## config.mk

```make
export PLATFORM = sky130hd
export DESIGN_NAME = seac_ctrl
export DESIGN_NICKNAME = d
export VERILOG_FILES = /design/src/verilog/seac_pkg.sv /design/src/verilog/seac_ctrl.sv
export VERILOG_INCLUDE_DIRS = /design/src /design/src/verilog
export SDC_FILE = /design/constraint.sdc
export NUM_CORES = 1
export LEC_CHECK = 0
export BUFFER_PORTS_ARGS = -buffer_cell sky130_fd_sc_hd__buf_2
export CORE_MARGIN = 2
export CORE_UTILIZATION = 30
export DETAILED_ROUTE_END_ITERATION = 16
export PLACE_DENSITY = 0.58
export SYNTH_ARGS = -nofsm -noshare
export SYNTH_HDL_FRONTEND = slang
export SYNTH_SLANG_ARGS = --single-unit
```

## constraint.sdc

```tcl
create_clock -name hclk -period 2.58 [get_ports hclk]
set_clock_uncertainty 0.2 [all_clocks]
set_input_delay 0.387 -clock hclk [delete_from_list [all_inputs] [get_ports hclk]]
set_output_delay 0.387 -clock hclk [all_outputs]
set_load 0.03 [all_outputs]
```

## src/verilog/seac_regs.svh

```systemverilog
// Register map, field positions, codes and counts of the EEPROM controller
`ifndef SEAC_REGS_SVH
`define SEAC_REGS_SVH

// Byte offsets on the register bus
`define SEAC_OFS_CTRL    8'ha0
`define SEAC_OFS_ADDR    8'ha4
`define SEAC_OFS_IDS     8'hb4
`define SEAC_OFS_ISTAT   8'hd0
`define SEAC_OFS_IMASK   8'hd4

// Control/status word fields
`define SEAC_B_START     0
`define SEAC_F_CMD       3:1
`define SEAC_B_AL_OK     4
`define SEAC_B_AL_DIS    5
`define SEAC_F_RATE      7:6
`define SEAC_B_WIP       8
`define SEAC_B_WEL       9
`define SEAC_F_BP        11:10
`define SEAC_F_STHI      14:12
`define SEAC_B_WPEN      15

// Address/data word fields
`define SEAC_F_ADDR      15:0
`define SEAC_F_DATA      31:16

// Reset values
`define SEAC_RST_AL_DIS  1'h1
`define SEAC_RST_RATE    2'h1
`define SEAC_RST_WORD    16'h0000

// Command codes, equal to the serial opcodes
`define SEAC_CMD_WRSR    3'h1
`define SEAC_CMD_WRITE   3'h2
`define SEAC_CMD_READ    3'h3
`define SEAC_CMD_WRDI    3'h4
`define SEAC_CMD_RDSR    3'h5
`define SEAC_CMD_WREN    3'h6

// Serial clock: core clock divided by these
`define SEAC_RATE_TEST   2'h3
`define SEAC_DIV_NORM    7'h40
`define SEAC_DIV_TEST    7'h04

// Frame lengths in bits
`define SEAC_LEN_NONE    6'h00
`define SEAC_LEN_OP      6'h08
`define SEAC_LEN_SR      6'h10
`define SEAC_LEN_DATA    6'h28

// Autoload: word indices, last one carries the subsystem id
`define SEAC_AL_LAST     2'h2

// Interrupt bits
`define SEAC_I_DONE      0
`define SEAC_I_AL        1

`endif
```

## src/verilog/seac_pkg.sv

```systemverilog
// Types of the serial EEPROM access controller
package seac_pkg;

  typedef enum logic [1:0] {
    SEAC_ST_IDLE = 2'b01,
    SEAC_ST_XFER = 2'b10
  } seac_st_e;

  typedef struct packed {
    logic sck;
    logic cs_n;
    logic mosi;
  } seac_pins_s;

  typedef struct packed {
    seac_st_e    st;
    logic        start;
    logic [2:0]  cmd;
    logic        al_ok;
    logic        al_dis;
    logic [1:0]  rate;
    logic        wip;
    logic        wel;
    logic [1:0]  bp;
    logic [2:0]  sthi;
    logic        wpen;
    logic [15:0] addr;
    logic [15:0] data;
    logic [15:0] ssvid;
    logic [15:0] ssid;
    logic [1:0]  istat;
    logic [1:0]  imask;
    logic        al_busy;
    logic        al_tried;
    logic [1:0]  al_ph;
    logic [2:0]  xcmd;
    logic [5:0]  cnt;
    logic [5:0]  bits;
    logic [5:0]  nbits;
    logic [39:0] tx;
    logic [15:0] rx;
    seac_pins_s  pins;
    logic [2:0]  sync;
    logic        miso;
    logic        wr_p;
    logic        rd_p;
    logic [7:0]  a;
    logic [31:0] rdata;
    logic        ready;
    logic        irq;
  } seac_state_s;

endpackage

```

## src/verilog/seac_ctrl.sv

```systemverilog
// AHB-Lite register slave and serial engine for the configuration EEPROM
//
// Local design decision: the AHB-Lite interface to the registers.
`timescale 1ns/1ps
`include "seac_regs.svh"

// Contract
// - start bit launches one EEPROM access; codes 000 and 111 launch none, clear start and set the done flag
// - code 010 writes data, 011 reads
// - code 001 writes, 101 reads status register
// - code 110 write-enable, 100 write-disable
// - autoload status set only after success
// - autoload disable bit suppresses autoload
// - rate 01 divides core clock by 64
// - busy-writing bit mirrors EEPROM status
// - write-enable-latch bit mirrors EEPROM status
// - block protect bits exchanged with status
// - write-protect-enable bit, reset zero
// - data field holds write/read word
// - autoload replaces subsystem identifier defaults
module seac_ctrl
  import seac_pkg::*;
#(
  // Autoload signature word, value arbitrary
  parameter logic [15:0] AL_SIGNATURE = 16'h5a3c
) (
  // Clock and reset
  input  wire logic        hclk,
  input  wire logic        hresetn,
  // AHB-Lite slave
  input  wire logic        hsel,
  input  wire logic [31:0] haddr,
  input  wire logic [1:0]  htrans,
  input  wire logic        hwrite,
  input  wire logic [2:0]  hsize,
  input  wire logic [31:0] hwdata,
  input  wire logic        hready,
  output logic      [31:0] hrdata,
  output logic             hreadyout,
  output logic             hresp,
  // Serial EEPROM link
  output seac_pins_s       ee_pins,
  input  wire logic        ee_miso,
  // Loaded identifiers and interrupt
  output logic      [31:0] sub_ids,
  output logic             irq
);

  seac_state_s s_q;
  seac_state_s s_d;
  logic        take;
  logic        go;
  logic [2:0]  go_cmd;
  logic [15:0] go_addr;
  logic [5:0]  half_m1;
  logic [5:0]  bits_nx;

  function automatic logic [5:0] cmd_len(input logic [2:0] c);
    case (c)
      `SEAC_CMD_WRSR,
      `SEAC_CMD_RDSR:  cmd_len = `SEAC_LEN_SR;
      `SEAC_CMD_WRITE,
      `SEAC_CMD_READ:  cmd_len = `SEAC_LEN_DATA;
      `SEAC_CMD_WREN,
      `SEAC_CMD_WRDI:  cmd_len = `SEAC_LEN_OP;
      default:         cmd_len = `SEAC_LEN_NONE;
    endcase
  endfunction

  always_comb begin
    s_d     = s_q;
    go      = 1'b0;
    go_cmd  = s_q.cmd;
    go_addr = s_q.addr;
    take    = hsel & hready & htrans[1];
    bits_nx = 6'(s_q.bits + 6'h01);
    if (s_q.rate == `SEAC_RATE_TEST)
      half_m1 = 6'((`SEAC_DIV_TEST >> 1) - 7'h01);
    else
      half_m1 = 6'((`SEAC_DIV_NORM >> 1) - 7'h01);

    // Data-in synchroniser, accepted when stages two and three agree
    s_d.sync = {s_q.sync[1:0], ee_miso};
    if (s_q.sync[1] == s_q.sync[2])
      s_d.miso = s_q.sync[2];

    // Address phase; reads get one wait state
    s_d.wr_p  = take & hwrite;
    s_d.rd_p  = take & ~hwrite;
    s_d.ready = ~(take & ~hwrite);
    if (take)
      s_d.a = haddr[7:0];

    // Write data phase
    if (s_q.wr_p) begin
      case (s_q.a)
        `SEAC_OFS_CTRL: begin
          if (s_q.st == SEAC_ST_IDLE && !s_q.start && !s_q.al_busy) begin
            s_d.start = hwdata[`SEAC_B_START];
            s_d.cmd   = hwdata[`SEAC_F_CMD];
          end
          s_d.al_dis = hwdata[`SEAC_B_AL_DIS];
          s_d.rate   = hwdata[`SEAC_F_RATE];
          s_d.bp     = hwdata[`SEAC_F_BP];
          s_d.wpen   = hwdata[`SEAC_B_WPEN];
        end
        `SEAC_OFS_ADDR: begin
          s_d.addr = hwdata[`SEAC_F_ADDR];
          s_d.data = hwdata[`SEAC_F_DATA];
        end
        `SEAC_OFS_IMASK: s_d.imask = hwdata[1:0];
        default: ;
      endcase
    end

    // Read data phase; interrupt status register clears on read
    if (s_q.rd_p) begin
      s_d.rdata = 32'h0000_0000;
      case (s_q.a)
        `SEAC_OFS_CTRL: begin
          s_d.rdata[`SEAC_B_START]  = s_q.start;
          s_d.rdata[`SEAC_F_CMD]    = s_q.cmd;
          s_d.rdata[`SEAC_B_AL_OK]  = s_q.al_ok;
          s_d.rdata[`SEAC_B_AL_DIS] = s_q.al_dis;
          s_d.rdata[`SEAC_F_RATE]   = s_q.rate;
          s_d.rdata[`SEAC_B_WIP]    = s_q.wip;
          s_d.rdata[`SEAC_B_WEL]    = s_q.wel;
          s_d.rdata[`SEAC_F_BP]     = s_q.bp;
          s_d.rdata[`SEAC_F_STHI]   = s_q.sthi;
          s_d.rdata[`SEAC_B_WPEN]   = s_q.wpen;
        end
        `SEAC_OFS_ADDR:  s_d.rdata = {s_q.data, s_q.addr};
        `SEAC_OFS_IDS:   s_d.rdata = {s_q.ssid, s_q.ssvid};
        `SEAC_OFS_ISTAT: begin
          s_d.rdata[1:0] = s_q.istat;
          s_d.istat      = 2'h0;
        end
        `SEAC_OFS_IMASK: s_d.rdata[1:0] = s_q.imask;
        default: ;
      endcase
    end

    // Serial engine
    unique case (s_q.st)
      SEAC_ST_IDLE: begin
        if (s_q.al_busy) begin
          go      = 1'b1;
          go_cmd  = `SEAC_CMD_READ;
          go_addr = {14'h0000, s_q.al_ph};
        end else if (s_q.start) begin
          if (cmd_len(s_q.cmd) == `SEAC_LEN_NONE) begin
            s_d.start                = 1'b0;
            s_d.istat[`SEAC_I_DONE] = 1'b1;
          end else begin
            go = 1'b1;
          end
        end else if (!s_q.al_dis && !s_q.al_tried) begin
          s_d.al_busy  = 1'b1;
          s_d.al_tried = 1'b1;
          s_d.al_ph    = 2'h0;
        end
      end
      SEAC_ST_XFER: begin
        s_d.cnt = 6'(s_q.cnt + 6'h01);
        if (s_q.cnt == half_m1) begin
          s_d.cnt = 6'h00;
          if (!s_q.pins.sck) begin
            s_d.pins.sck = 1'b1;
            s_d.rx       = {s_q.rx[14:0], s_q.miso};
          end else begin
            s_d.pins.sck  = 1'b0;
            s_d.bits      = bits_nx;
            s_d.tx        = {s_q.tx[38:0], 1'b0};
            s_d.pins.mosi = s_q.tx[38];
            if (bits_nx == s_q.nbits) begin
              s_d.st        = SEAC_ST_IDLE;
              s_d.pins.cs_n = 1'b1;
              s_d.pins.mosi = 1'b0;
              if (s_q.al_busy) begin
                s_d.al_ph = 2'(s_q.al_ph + 2'h1);
                unique case (s_q.al_ph)
                  2'h0: begin
                    if (s_q.rx != AL_SIGNATURE) begin
                      s_d.al_busy            = 1'b0;
                      s_d.istat[`SEAC_I_AL] = 1'b1;
                    end
                  end
                  2'h1: s_d.ssvid = s_q.rx;
                  default: begin
                    s_d.ssid               = s_q.rx;
                    s_d.al_ok              = 1'b1;
                    s_d.al_busy            = 1'b0;
                    s_d.istat[`SEAC_I_AL] = 1'b1;
                  end
                endcase
              end else begin
                s_d.start                = 1'b0;
                s_d.istat[`SEAC_I_DONE] = 1'b1;
                if (s_q.xcmd == `SEAC_CMD_READ)
                  s_d.data = s_q.rx;
                if (s_q.xcmd == `SEAC_CMD_RDSR) begin
                  s_d.wip  = s_q.rx[0];
                  s_d.wel  = s_q.rx[1];
                  s_d.bp   = s_q.rx[3:2];
                  s_d.sthi = s_q.rx[6:4];
                  s_d.wpen = s_q.rx[7];
                end
              end
            end
          end
        end
      end
    endcase

    // Launch: opcode first, then address, then data, MSB first
    if (go) begin
      s_d.st        = SEAC_ST_XFER;
      s_d.xcmd      = go_cmd;
      s_d.nbits     = cmd_len(go_cmd);
      s_d.cnt       = 6'h00;
      s_d.bits      = 6'h00;
      s_d.pins.cs_n = 1'b0;
      s_d.pins.sck  = 1'b0;
      if (go_cmd == `SEAC_CMD_WRSR)
        s_d.tx = {5'h00, go_cmd, s_q.wpen, s_q.sthi, s_q.bp, 2'h0,
                  24'h00_0000};
      else if (go_cmd == `SEAC_CMD_WRITE)
        s_d.tx = {5'h00, go_cmd, go_addr, s_q.data};
      else if (go_cmd == `SEAC_CMD_READ)
        s_d.tx = {5'h00, go_cmd, go_addr, 16'h0000};
      else
        s_d.tx = {5'h00, go_cmd, 32'h0000_0000};
      s_d.pins.mosi = s_d.tx[39];
    end

    s_d.irq = |(s_d.istat & s_d.imask);
  end

  always_ff @(posedge hclk or negedge hresetn) begin
    if (!hresetn) begin
      s_q           <= '0;
      s_q.st        <= SEAC_ST_IDLE;
      s_q.al_dis    <= `SEAC_RST_AL_DIS;
      s_q.rate      <= `SEAC_RST_RATE;
      s_q.addr      <= `SEAC_RST_WORD;
      s_q.data      <= `SEAC_RST_WORD;
      s_q.pins.cs_n <= 1'b1;
      s_q.ready     <= 1'b1;
    end else begin
      s_q <= s_d;
    end
  end

  assign hrdata    = s_q.rdata;
  assign hreadyout = s_q.ready;
  assign hresp     = 1'b0;
  assign ee_pins   = s_q.pins;
  assign sub_ids   = {s_q.ssid, s_q.ssvid};
  assign irq       = s_q.irq;
endmodule

```

==> metrics.csv <==
stage,metric,value,unit
routing,wl_met2,12.9,mm
routing,wirelength,28.1,mm
outcome,status,finished clean,
job,max_cap_violations,0,
synthesis,synth.avg_cell_area,11.8,µm²
timing,setup_viol,0,
timing,post-route-period-util,99.9,%
final_layout,syn_to_final_growth,22.5,%
synthesis,yosysWarnings,0,
routing,antenna_violating_nets_post_route,0,
setup_path,r2r_setup_slack,0.003,ns
routing,vias,7448,
timing,hold_slack,0.0299,ns
floorplan,dieArea,0.0362,mm²
global_routing,overflow,0,
synthesis,netlist_area,0.0104,mm²
routing,drc_errors,0,
synthesis,synth_fp_nets,963,
synthesis,synth_area_leaders,"dfrtp_1, mux2_2, mux2_4, buf_4, nor2_1",
worst_hold_path,min-delay-start,hwdata[28],
floorplan,die_y,190,µm
synthesis,seq_area_frac_synth,51.6,%
power_and_ir_drop,leakage,6.08,nW
final_layout,multiInputGateArea,0.00431,mm²
cts,cts_root_buf,clkbuf_16,
global_routing,grt_pass1_wl,44.2,mm
cts,clock_latency,0.53,ns
synthesis,synth-main-ff-cell,dfrtp_1,
setup_path,cp.depth,8,
routing,wl_met1,13.2,mm
setup_path,cp_top_family,simple AND/OR/NAND/NOR gates,
timing,setup_ws,0.00251,ns
setup_path,path_buf_inv,3,
floorplan,start_util,30.3,%
synthesis,yosysTopAreaCell,dfrtp_1,
routing,routed-wl-met3,1.45,mm
setup_path,critPathMaxStageDelay,0.58,ns
synthesis,synth_top_area_share,50.3,%
synthesis,netlist_instances,883,
placed_design,preCtsSetupSlack,-0.0843,ns
routing,wire_per_inst,19.0,µm
setup_path,r2r_cells,8,
global_routing,gr-usage-all-layers,15.5,%
floorplan,io_pins,145,
setup_path,arrival,2.78,ns
setup_path,cpMaxStageDelayCell,or4_4,
cts,cts_sinks,214,
synthesis,ys_types,72,
setup_path,path_cells,buf_6 > nand2_2 > or4_4 > a2111oi_4 > buf_4 > nand4_4 > buf_12 > mux2_4,
global_routing,grt_start_max_net_pins,54,
final_layout,seq_area,0.00536,mm²
floorplan,coreArea,0.0344,mm²
timing,min_period,2.58,ns
routing,drtIter0Drc,647,
final_layout,final_cells,1480,
synthesis,yosys-top-cells-count,"dfrtp_1, mux2_2, nor2_1",
routing,drtPass1Iterations,6,
setup_path,critPathMaxFanout,16,
power_and_ir_drop,powerDensity,640,mW/mm²
cts,ctsLongestPathBuffers,3,
timing,drv_slew,0,
routing,vias_per_cell,5.03,
power_and_ir_drop,finalPower,8.15,mW
placed_design,hpwl,20.2,mm
synthesis,synth_most_common_cell,dfrtp_1,
setup_path,end_kind,register,
timing,finalHoldViolCount,0,
final_layout,num-fill-cells,3384,
placed_design,dp_cells,1405,
worst_hold_path,hold_depth,3,
cts,cts_made_buffers,25,
synthesis,ys_seq_elements,214,
cts,htree_levels,1,
worst_hold_path,min_to,s_q[180],
timing,max_slew_margin,54.9,%
setup_path,r2r-start,s_q[120],
power_and_ir_drop,peakVddDrop,0.437,mV
final_layout,diodes,0,
synthesis,synth_async_sr_flop_share,100,%
global_routing,first_global_vias,7530,
placed_design,port_buffers,115,
worst_hold_path,worstHoldPathType,primary input to register,
floorplan,die_w,190,µm
setup_path,worstPathRequired,2.78,ns
timing,worst_pin_slew,0.672,ns
routing,routed.top_layer,met4,
setup_path,path_class,register to register,
cts,cts_tree,done,
synthesis,synth_enable_flop_cells,0,
cts,clk_pin_slew,0.06,ns
placed_design,gp_congestion,0.856,
timing,grt_setup_unrepaired,yes,
timing,final.setup.tns,0,ns
setup_path,r2r-end,s_q[176],
global_routing,antenna_found_initial,0,
setup_path,critPathLaunchType,register,
final_layout,drive_above_1_share,37.7,%
timing,max_freq,388,MHz
final_layout,layout.nets,1086,
floorplan,rows,68,
[power by group]
group	internal [mW]	switching, mW
Combinational	0.278	0.433
Sequential	3.48	0.0967
Clock	2.44	1.42
[layout make-up]
cell class	instances	share of cell area, %
Clock buffer	34	5.33
Inverter	13	0.383
Timing Repair Buffer	216	12.2
Clock inverter	12	1.70
Tap cell	455	4.47
Sequential cell	214	42.1
Multi-Input combinational cell	536	33.8
[tightest hold or removal path, stage by stage]
cell	delay (ns)
buf_2	0.09
mux2_4	0.13
mux2_4	0.12
[flip-flops by register name (all words and copies together), names as in the netlist]
name and count:
sub_ids 32, s_q 143, hreadyout 1, s_d 2, irq 1, hrdata 32
ee_pins 3
[worst max-delay path by stage]
stage,startpoint,to,slack [ns]
after floorplan,s_q[37],s_q[173],-0.05
after global placement,s_q[113],sub_ids[28],-0.04
after detailed placement,s_q[113],sub_ids[25],-0.08
after CTS,s_q[113],irq,0.001
after global routing,s_q[120],s_q[178],-0.04
final,s_q[120],s_q[176],0.003
[cell families (layout without fill, tap and decap cells)]
group           count (synthesis)  count (layout)  share of synthesized area (%)
mux                           142             142                           16.5
compound gates                169             169                           11.9
flops                         214             214                           51.6
simple gates                  209             209                           10.6
other cells                     1               1                         0.0361
buf+inv                       133             275                           7.75
xor+xnor                        9               9                          0.890
fa+ha+maj                       6               6                          0.698
[repair_timing]
action,in CTS,in global routing
cloned,0,0
pin swaps,2,0
buffers inserted,1,0
setup endpoints to repair,57,76
hold buffers,28,0
resized for setup,1,15
endpoints found under the hold margin,179,0
[cells in the final DEF (no fill, tap or decap), types with 16 or more instances in the layout]
cell type,count
o21ai_0,26
mux2i_1,16
buf_4,59
buf_2,114
nand2_1,26
a22oi_1,24
dlygate4sd3_1,28
nor2_1,74
a221oi_1,17
nand3_1,37
clkbuf_16,25
mux2_4,40
dfrtp_1,207
mux2_2,84
a21oi_1,29
[layer usage]
metal	up-vias	global-route usage, %
met5	-	0
met1	3820	22.5
li1	3401	-
met4	0	3.37
met3	39	2.49
met2	188	24.5
[through the flow]
stage | area [µm²] | utilization, %
2_1_floorplan | 10400 | -
3_3_place_gp | 11500 | 33.4
3_5_place_dp | 11500 | 33.4
4_1_cts | 12700 | 36.9
5_1_grt | 12700 | 37.1
6_report | 12700 | 37.1
Note: power is estimated with default switching activity, not from simulation.
